--- src/design/card_regs_pkg.sv ---
// constants, command codes and card states for the card information registers
package card_regs_pkg;

	// power-up busy period before the card reports ready
	localparam int unsigned clk_mhz = 250;
	localparam int unsigned powerup_time_us = 10;
	localparam int unsigned powerup_cycles = powerup_time_us * clk_mhz;
	localparam logic [11:0] powerup_last = 12'(powerup_cycles - 1);

	// operating-condition word: window 2.7 V..3.6 V in bits 23..15
	localparam int unsigned cond_busy_pos = 31;
	localparam logic [31:0] cond_window = 32'h00ff_8000;
	localparam logic [6:0] cond_reserved = 7'h00;

	// relative address values
	localparam logic [15:0] addr_default = 16'h0001;
	localparam logic [15:0] addr_broadcast = 16'h0000;

	// command codes seen on the decoded command port
	localparam logic [5:0] cmd_go_idle = 6'h00;
	localparam logic [5:0] cmd_send_op = 6'h01;
	localparam logic [5:0] cmd_all_ident = 6'h02;
	localparam logic [5:0] cmd_set_addr = 6'h03;
	localparam logic [5:0] card_select_command = 6'h07;
	localparam logic [5:0] cmd_send_rec = 6'h09;
	localparam logic [5:0] cmd_send_ident = 6'h0a;
	localparam logic [5:0] cmd_prog_rec = 6'h1b;

	// identity record tail bit
	localparam logic ident_tail = 1'h1;

	// card-specific-data fixed fields
	localparam logic [1:0] record_layout_code = 2'h2;
	localparam logic [3:0] spec_version_code = 4'h3;
	localparam logic [7:0] async_access_time = 8'h26;
	localparam logic [7:0] clocked_access_time = 8'h01;
	localparam logic [7:0] transfer_rate = 8'h2a;
	localparam logic [11:0] command_classes = 12'h0f5;
	localparam logic [3:0] read_block_length = 4'h9;
	localparam logic [4:0] erase_group_multiplier = 5'h1f;
	localparam logic [4:0] protect_group_size = 5'h03;
	localparam logic protect_group_enable = 1'h1;
	localparam logic [2:0] write_speed_factor = 3'h4;
	localparam logic [3:0] write_block_length = 4'h9;
	localparam logic partial_write_allowed = 1'h0;
	localparam logic [9:0] write_block_bytes = 10'h200;

	// field positions inside the card-specific-data record
	localparam int unsigned layout_lo = 126;
	localparam int unsigned spec_lo = 122;
	localparam int unsigned access_lo = 112;
	localparam int unsigned rate_lo = 96;
	localparam int unsigned erase_mult_lo = 37;
	localparam int unsigned protect_size_lo = 32;
	localparam int unsigned protect_en_pos = 31;
	localparam int unsigned write_len_lo = 22;
	localparam int unsigned partial_pos = 21;
	localparam int unsigned flags_lo = 8;

	// host-programmable flag byte: format grp, copy, perm, temp, format, ecc
	localparam logic [7:0] flags_reset = 8'h40;
	localparam int unsigned permanent_protect_flag = 5;
	localparam logic [6:0] crc_reset = 7'h00;

	// card states, one-hot
	typedef enum logic [4:0] {
		st_idle = 5'h01,
		st_ready = 5'h02,
		st_ident = 5'h04,
		st_standby = 5'h08,
		st_transfer = 5'h10
	} card_state_t;

endpackage

--- src/design/card_info_registers.sv ---
// card information registers answering decoded host commands
// Overview of operation
// - busy flag on top, bits 30..24 zero
// - 128-bit identity record, fixed, sent during identification
// - identity record in eight slices, last bit one
// - host assigns sixteen-bit address, card stores it
// - address register holds 0x0001 until assigned
// - address zero deselects to standby, never assigned
// - set-address command loads the address register
// - power-up reset restores the default address
// - addressed commands answered only on address match
// - layout, version, access time, rate fields fixed
// - erase group multiplier fixed at 0x1F
// - protect group size 0x3, enable bit set
// - write block length code 0x9, 512 bytes
// - partial writes disallowed, only full blocks accepted
// - condition and identity read-only, address host-written, read back in select and program answers
module card_info_registers #(
	parameter logic [7:0] maker_code = 8'ha5, // arbitrary value
	parameter logic [15:0] app_code = 16'h5a5a, // arbitrary value
	parameter logic [47:0] product_name = 48'h0000_0000_0000,
	parameter logic [7:0] product_rev = 8'h10,
	parameter logic [31:0] serial_no = 32'h0000_0001,
	parameter logic [7:0] make_date = 8'h00,
	parameter logic [6:0] ident_crc = 7'h00,
	parameter logic [11:0] device_size = 12'h07a7,
	parameter logic [11:0] supply_currents = 12'h000,
	parameter logic [2:0] size_multiplier = 3'h3,
	parameter logic [4:0] erase_group_size = 5'h00
) (
	input wire logic clk,
	input wire logic resetn,
	input wire logic cmd_valid,
	input wire logic [5:0] cmd_index,
	input wire logic [31:0] cmd_arg,
	input wire logic write_req,
	input wire logic [9:0] write_bytes,
	output logic resp_valid_r,
	output logic resp_long_r,
	output logic [127:0] resp_data_r,
	output card_regs_pkg::card_state_t state_r,
	output logic selected_r,
	output logic powered_r,
	output logic write_accept_r,
	output logic write_reject_r
);

	card_regs_pkg::card_state_t state_nxt;
	logic [11:0] pwr_cnt_r;
	logic [15:0] card_addr;
	logic addr_hit;
	logic addr_load;
	logic flag_prog;
	logic [7:0] flags_val;
	logic [6:0] crc_val;
	logic [31:0] cond_word;
	logic [127:0] ident_rec;
	logic [127:0] spec_rec;
	logic resp_nxt;
	logic long_nxt;
	logic [127:0] data_nxt;
	logic loaded_r;
	logic in_idle;
	logic in_ready;
	logic in_ident;
	logic in_standby;
	logic in_transfer;

	assign in_idle = (state_r == card_regs_pkg::st_idle);
	assign in_ready = (state_r == card_regs_pkg::st_ready);
	assign in_ident = (state_r == card_regs_pkg::st_ident);
	assign in_standby = (state_r == card_regs_pkg::st_standby);
	assign in_transfer = (state_r == card_regs_pkg::st_transfer);

	// relative address storage, written only by set-address
	rel_addr_reg u_addr (
		.clk(clk),
		.resetn(resetn),
		.load(addr_load),
		.load_val(cmd_arg[31:16]),
		.probe(cmd_arg[31:16]),
		.addr_r(card_addr),
		.match(addr_hit)
	);

	// programmable part of the card-specific-data record
	rec_flag_reg u_flags (
		.clk(clk),
		.resetn(resetn),
		.prog(flag_prog),
		.prog_flags(cmd_arg[15:8]),
		.prog_crc(cmd_arg[7:1]),
		.flags_r(flags_val),
		.crc_r(crc_val)
	);

	// power-up busy counter; flag rises once the period has run
	always_ff @(posedge clk or negedge resetn) begin
		if (!resetn) begin
			pwr_cnt_r <= 12'h000;
			powered_r <= 1'b0;
		end else if (!powered_r) begin
			pwr_cnt_r <= pwr_cnt_r + 12'h001;
			powered_r <= (pwr_cnt_r == card_regs_pkg::powerup_last);
		end
	end

	// operating-condition word, read-only image
	assign cond_word = {powered_r, card_regs_pkg::cond_reserved,
		card_regs_pkg::cond_window[23:0]};

	// identity record, fixed at build time
	assign ident_rec = {maker_code, app_code, product_name, product_rev,
		serial_no, make_date, ident_crc,
		card_regs_pkg::ident_tail};

	// card-specific-data record: fixed fields plus flag byte and checksum
	assign spec_rec = {card_regs_pkg::record_layout_code,
		card_regs_pkg::spec_version_code, 2'h0,
		card_regs_pkg::async_access_time,
		card_regs_pkg::clocked_access_time,
		card_regs_pkg::transfer_rate,
		card_regs_pkg::command_classes,
		card_regs_pkg::read_block_length, 4'h0, 2'h0,
		device_size, supply_currents, size_multiplier,
		erase_group_size, card_regs_pkg::erase_group_multiplier,
		card_regs_pkg::protect_group_size,
		card_regs_pkg::protect_group_enable, 2'h0,
		card_regs_pkg::write_speed_factor,
		card_regs_pkg::write_block_length,
		card_regs_pkg::partial_write_allowed, 5'h00,
		flags_val, crc_val, 1'h1};

	// command decode: state moves, loads and answers
	always_comb begin
		state_nxt = state_r;
		resp_nxt = 1'b0;
		long_nxt = 1'b0;
		data_nxt = resp_data_r;
		addr_load = 1'b0;
		flag_prog = 1'b0;
		if (cmd_valid) begin
			case (cmd_index)
				card_regs_pkg::cmd_go_idle: begin
					state_nxt = card_regs_pkg::st_idle;
				end
				card_regs_pkg::cmd_send_op: begin
					if (in_idle || in_ready) begin
						resp_nxt = 1'b1;
						data_nxt = {96'h0, cond_word};
						if (powered_r) begin
							state_nxt = card_regs_pkg::st_ready;
						end
					end
				end
				card_regs_pkg::cmd_all_ident: begin
					if (in_ready) begin
						resp_nxt = 1'b1;
						long_nxt = 1'b1;
						data_nxt = ident_rec;
						state_nxt = card_regs_pkg::st_ident;
					end
				end
				card_regs_pkg::cmd_set_addr: begin
					// zero is never taken as a card address
					if ((in_ident || in_standby) &&
						cmd_arg[31:16] != card_regs_pkg::addr_broadcast) begin
						addr_load = 1'b1;
						resp_nxt = 1'b1;
						data_nxt = {96'h0, cmd_arg[31:16], 11'h0, state_r};
						state_nxt = card_regs_pkg::st_standby;
					end
				end
				card_regs_pkg::card_select_command: begin
					if (cmd_arg[31:16] == card_regs_pkg::addr_broadcast) begin
						if (in_transfer) begin
							state_nxt = card_regs_pkg::st_standby;
						end
					end else if (addr_hit && in_standby) begin
						resp_nxt = 1'b1;
						data_nxt = {96'h0, card_addr, 11'h0, state_r};
						state_nxt = card_regs_pkg::st_transfer;
					end else if (!addr_hit && in_transfer) begin
						state_nxt = card_regs_pkg::st_standby;
					end
				end
				card_regs_pkg::cmd_send_rec: begin
					if (addr_hit && in_standby) begin
						resp_nxt = 1'b1;
						long_nxt = 1'b1;
						data_nxt = spec_rec;
					end
				end
				card_regs_pkg::cmd_send_ident: begin
					if (addr_hit && in_standby) begin
						resp_nxt = 1'b1;
						long_nxt = 1'b1;
						data_nxt = ident_rec;
					end
				end
				card_regs_pkg::cmd_prog_rec: begin
					if (in_transfer) begin
						flag_prog = 1'b1;
						resp_nxt = 1'b1;
						data_nxt = {96'h0, card_addr, 11'h0, state_r};
					end
				end
				default: begin
					state_nxt = state_r;
				end
			endcase
		end
	end

	// card state register
	always_ff @(posedge clk or negedge resetn) begin
		if (!resetn) begin
			state_r <= card_regs_pkg::st_idle;
			selected_r <= 1'b0;
		end else begin
			state_r <= state_nxt;
			selected_r <= (state_nxt == card_regs_pkg::st_transfer);
		end
	end

	// response register, one-cycle valid after the command
	always_ff @(posedge clk or negedge resetn) begin
		if (!resetn) begin
			resp_valid_r <= 1'b0;
			resp_long_r <= 1'b0;
			resp_data_r <= 128'h0;
		end else begin
			resp_valid_r <= resp_nxt;
			resp_long_r <= long_nxt;
			resp_data_r <= data_nxt;
		end
	end

	// write block check: only full 512-byte blocks when selected
	always_ff @(posedge clk or negedge resetn) begin
		if (!resetn) begin
			write_accept_r <= 1'b0;
			write_reject_r <= 1'b0;
		end else begin
			write_accept_r <= write_req && in_transfer &&
				write_bytes == card_regs_pkg::write_block_bytes;
			write_reject_r <= write_req && !(in_transfer &&
				write_bytes == card_regs_pkg::write_block_bytes);
		end
	end

	// helper: address register has been loaded since reset
	always_ff @(posedge clk or negedge resetn) begin
		if (!resetn) begin
			loaded_r <= 1'b0;
		end else if (addr_load) begin
			loaded_r <= 1'b1;
		end
	end
endmodule

--- src/design/csd_flag_reg.sv ---
// host-programmable flag byte and checksum of the card-specific-data record
module rec_flag_reg (
	input wire logic clk,
	input wire logic resetn,
	input wire logic prog,
	input wire logic [7:0] prog_flags,
	input wire logic [6:0] prog_crc,
	output logic [7:0] flags_r,
	output logic [6:0] crc_r
);

	logic [7:0] flags_nxt;

	// permanent protection can be set but never cleared by a program command, only by reset
	always_comb begin
		flags_nxt = prog_flags;
		flags_nxt[card_regs_pkg::permanent_protect_flag] =
			prog_flags[card_regs_pkg::permanent_protect_flag] |
			flags_r[card_regs_pkg::permanent_protect_flag];
	end

	// flag byte and checksum update on a program command
	always_ff @(posedge clk or negedge resetn) begin
		if (!resetn) begin
			flags_r <= card_regs_pkg::flags_reset;
			crc_r <= card_regs_pkg::crc_reset;
		end else if (prog) begin
			flags_r <= flags_nxt;
			crc_r <= prog_crc;
		end
	end

endmodule

--- src/design/rel_addr_reg.sv ---
// relative card address register with power-up default and compare
module rel_addr_reg (
	input wire logic clk,
	input wire logic resetn,
	input wire logic load,
	input wire logic [15:0] load_val,
	input wire logic [15:0] probe,
	output logic [15:0] addr_r,
	output logic match
);

	// default restored by power-up reset, host value latched on load
	always_ff @(posedge clk or negedge resetn) begin
		if (!resetn) begin
			addr_r <= card_regs_pkg::addr_default;
		end else if (load) begin
			addr_r <= load_val;
		end
	end

	// address compare for addressed commands
	assign match = (probe == addr_r);

endmodule
--- config.mk ---
export PLATFORM = sky130hd
export DESIGN_NAME = card_info_registers
export DESIGN_NICKNAME = d
export VERILOG_FILES = /design/src/design/card_regs_pkg.sv /design/src/design/card_info_registers.sv /design/src/design/csd_flag_reg.sv /design/src/design/rel_addr_reg.sv
export SDC_FILE = /design/constraint.sdc
export NUM_CORES = 1
export LEC_CHECK = 0
export BUFFER_PORTS_ARGS = -buffer_cell sky130_fd_sc_hd__buf_2
export CAP_MARGIN = 20
export CORE_UTILIZATION = 30
export DETAILED_ROUTE_END_ITERATION = 12
export SLEW_MARGIN = 20
export SYNTH_ARGS = -nofsm -noshare
export SYNTH_HDL_FRONTEND = slang
export SYNTH_SLANG_ARGS = --single-unit
--- constraint.sdc ---
create_clock -name clk -period 5.71 [get_ports clk]
set_clock_uncertainty 0.1 [all_clocks]
set_input_delay 0.2855 -clock clk [delete_from_list [all_inputs] [get_ports clk]]
set_output_delay 0.2855 -clock clk [all_outputs]
set_load 0.01 [all_outputs]
==> results.cfg <==
[synthesis]
synthesis.area_um2 = 5190
synth-adder-area-share_pct = 0.241
synth-compound-area-share_pct = 12.3
yosys_warnings = 0
yosysUniqueCellTypes = 62
synth_edf_count = 0
muxShareOfSynthArea_pct = 11.8
synthSimpleGateAreaFrac_pct = 11.5
synth-xor-area-share_pct = 4.90
synth.yosys.seq_area_share_pct = 43.0
syn_avg_cell_area_um2 = 11.4
netlist_instances = 454
synthFlopType = dfrtp_1
synthArstFlopShare_pct = 100
ys_ff_latch = 89
synth_top_family_by_area = buffers and inverters

[clock_network]
cts_tree = built
path_clk_slew_ns = 0.07
h-tree-depth = 3
clock_latency_ns = 0.34
cts_buffers = 9
root_buffer = clkbuf_16
clockBufferDepth = 2
cts.sinks = 89

[power_and_ir_drop]
ir_drop_uv = 117
p_comb_share_pct = 7.4
switching_share_pct = 24.9
power.switching_mw = 0.318
p_leak_nw = 3.06
p_int_mw = 0.960
clkPwrFrac_pct = 42.8
seqPwrFrac_pct = 49.8
p_per_area_nw_per_um2 = 218

[placement]
placed_area_um2 = 5580
portBuffers = 138
dp_hpwl_um = 8800
place_congestion = 0.799
placed_cells_incl_taps = 755

[floorplanning]
rows = 47
core-area_um2 = 16800
die_h_um = 133
ios = 191
start_util_pct = 31.0
die-width_um = 133
dieArea_um2 = 17800

[setup_path]
arrival_ns = 3.14
path_class = register to register
reg2reg_slack_ns = 2.70
start_kind = register
end_kind = register
required_ns = 5.84
critPathMaxFanout = 36

[cells_and_area]
final-instance-count-excl-fill = 772
layout-drive-gt1-share_pct = 43.1
final_nets = 600
utilization_pct = 35.0
fin_area_um2 = 5870
area_delta_synth_final_pct = 13.1
diodes = 0

[run]
cap_viol_max_count = 0

[detailed_routing]
ant_nets = 0
wl_per_cell_um = 15.1
drc = 0
routed-via-count = 3568
first_iter_violations = 150
wl_um = 11700
viasPerCell = 4.62
dr.pass1.iters = 4

[hold_path]
hp-class = primary input to register

[timing]
period_needed_ns = 3.01
timing.fmax_mhz = 332
slew_viol_final = 0
rsz0062_at_grt = false
setup_violations = 0
worst_slew_pin_slew_ns = 0.915
slew_headroom_pct = 39.0
period_share_pct = 52.8
finalHoldViolCount = 0
fin_setup_tns_ns = 0

[global_route]
overflow = 0
grtUsageTotal_pct = 13.5
grt_pass1_wl_um = 18800
grt_max_degree = 72
grt_antenna_before_repair = 0
grt_pass1_vias = 3545

[outcome]
status = finished, final reports clean
==> Yosys cell counts (8+ instances only) <==
cell	number	area, µm²
a221o_1	10	100
inv_1	10	37.5
a22o_1	8	70.1
buf_4	94	706
mux2_4	11	165
nand2_1	13	48.8
o2bb2ai_2	9	135
xnor2_1	11	96.3
nor4_1	8	50.1
xor2_1	18	158
nand3_1	21	105
mux2_2	38	428
dfrtp_1	86	2150
==> what timing repair did <==
action                                 4_1_cts  5_1_grt
endpoints found under the hold margin       18        0
hold buffers                                 1        0
gates resized for setup                      0        0
buffers inserted                             0        0
==> power groups by stage <==
stage / logic (mW) / registers (mW) / clock network (mW)
floorplan: 0.0714 / 0.648 / 0
global placement: 0.0939 / 0.648 / 0
detailed placement: 0.0952 / 0.648 / 0
CTS: 0.0961 / 0.636 / 0.563
global route: 0.107 / 0.636 / 0.589
finish: 0.0948 / 0.636 / 0.547
==> state kept, by name, summed over array words and instances, names as in the netlist, 5 cells and up <==
name	cells
resp_data_r	35
state_r	5
pwr_cnt_r	12
u_flags.flags_r	8
u_addr.addr_r	16
u_flags.crc_r	7
==> metal layers <==
layer	GRT usage [%]	up-vias	routed length [µm]
met1	17.4	1756	5190
met2	22.1	126	5700
li1	-	1671	-
met4	5.37	0	223
met5	0	-	0
met3	2.63	15	570
==> layout make-up <==
class	instances	area (µm²)
Tap cell	220	275
Multi-Input combinational cell	294	2320
Clock buffer	10	229
Sequential cell	89	2230
Timing Repair Buffer	143	733
Fill cell	1684	10900
Inverter	10	37.5
Clock inverter	6	43.8
==> critical path: stages, from the launching register on <==
cell	delay [ns]
dfrtp_1	0.40
xor2_1	0.15
nor4_1	0.39
nand4_1	0.41
nor3_1	0.65
o31ai_4	0.11
buf_4	0.32
mux2_4	0.36
==> final timing paths <==
check                      cells past startpoint              start          endpoint
min in group asynchronous                      2             resetn   resp_data_r[21]
min                                            2          write_req    write_accept_r
max                                            7  u_addr.addr_r[11]   resp_data_r[27]
max in group asynchronous                      3             resetn  u_flags.crc_r[1]
min reg2reg                                    1       pwr_cnt_r[8]      pwr_cnt_r[8]
max reg2reg                                    7  u_addr.addr_r[11]   resp_data_r[27]
==> cell usage in the layout (no fill, tap or decap), drive strengths merged, types with 4 or more instances in the layout <==
cell      Yosys  layout
nand2b        5       5
a221o        10      10
nor4         13      13
and2          4       4
xnor2        11      11
dfrtp        86      86
nand2        13      13
nor2b         4       4
nor3          8       8
mux2         49      49
a22o          8       8
buf         104     142
inv          10      11
conb          1      51
clkinvlp      0       4
clkbuf        7      10
nor2          8       8
nand3        21      21
o2bb2ai      11      11
o31ai         4       4
a21oi         6       6
xor2         18      18
==> per-stage QoR <==
step | power, mW | setup WS, ns | hold WS (ns)
after CTS | 1.29 | 2.65 | 0.0547
final | 1.28 | 2.70 | 0.0607
after global placement | 0.742 | 2.49 | 0.0722
after floorplan | 0.719 | 3.24 | -0.110
after detailed placement | 0.743 | 2.43 | 0.0870
after global routing | 1.33 | 2.43 | 0.0719
==> cell families after synthesis <==
| kind of cell | Yosys count |
|---|---|
| AOI/OAI and AO/OA | 65 |
| xor gates and xnor gates | 29 |
| adders and majority gates | 1 |
| buffers and inverters | 121 |
| DFF | 89 |
| muxes | 51 |
| other | 1 |
| and+or+nand+nor | 97 |
Note: power is estimated with default switching activity, not from simulation.
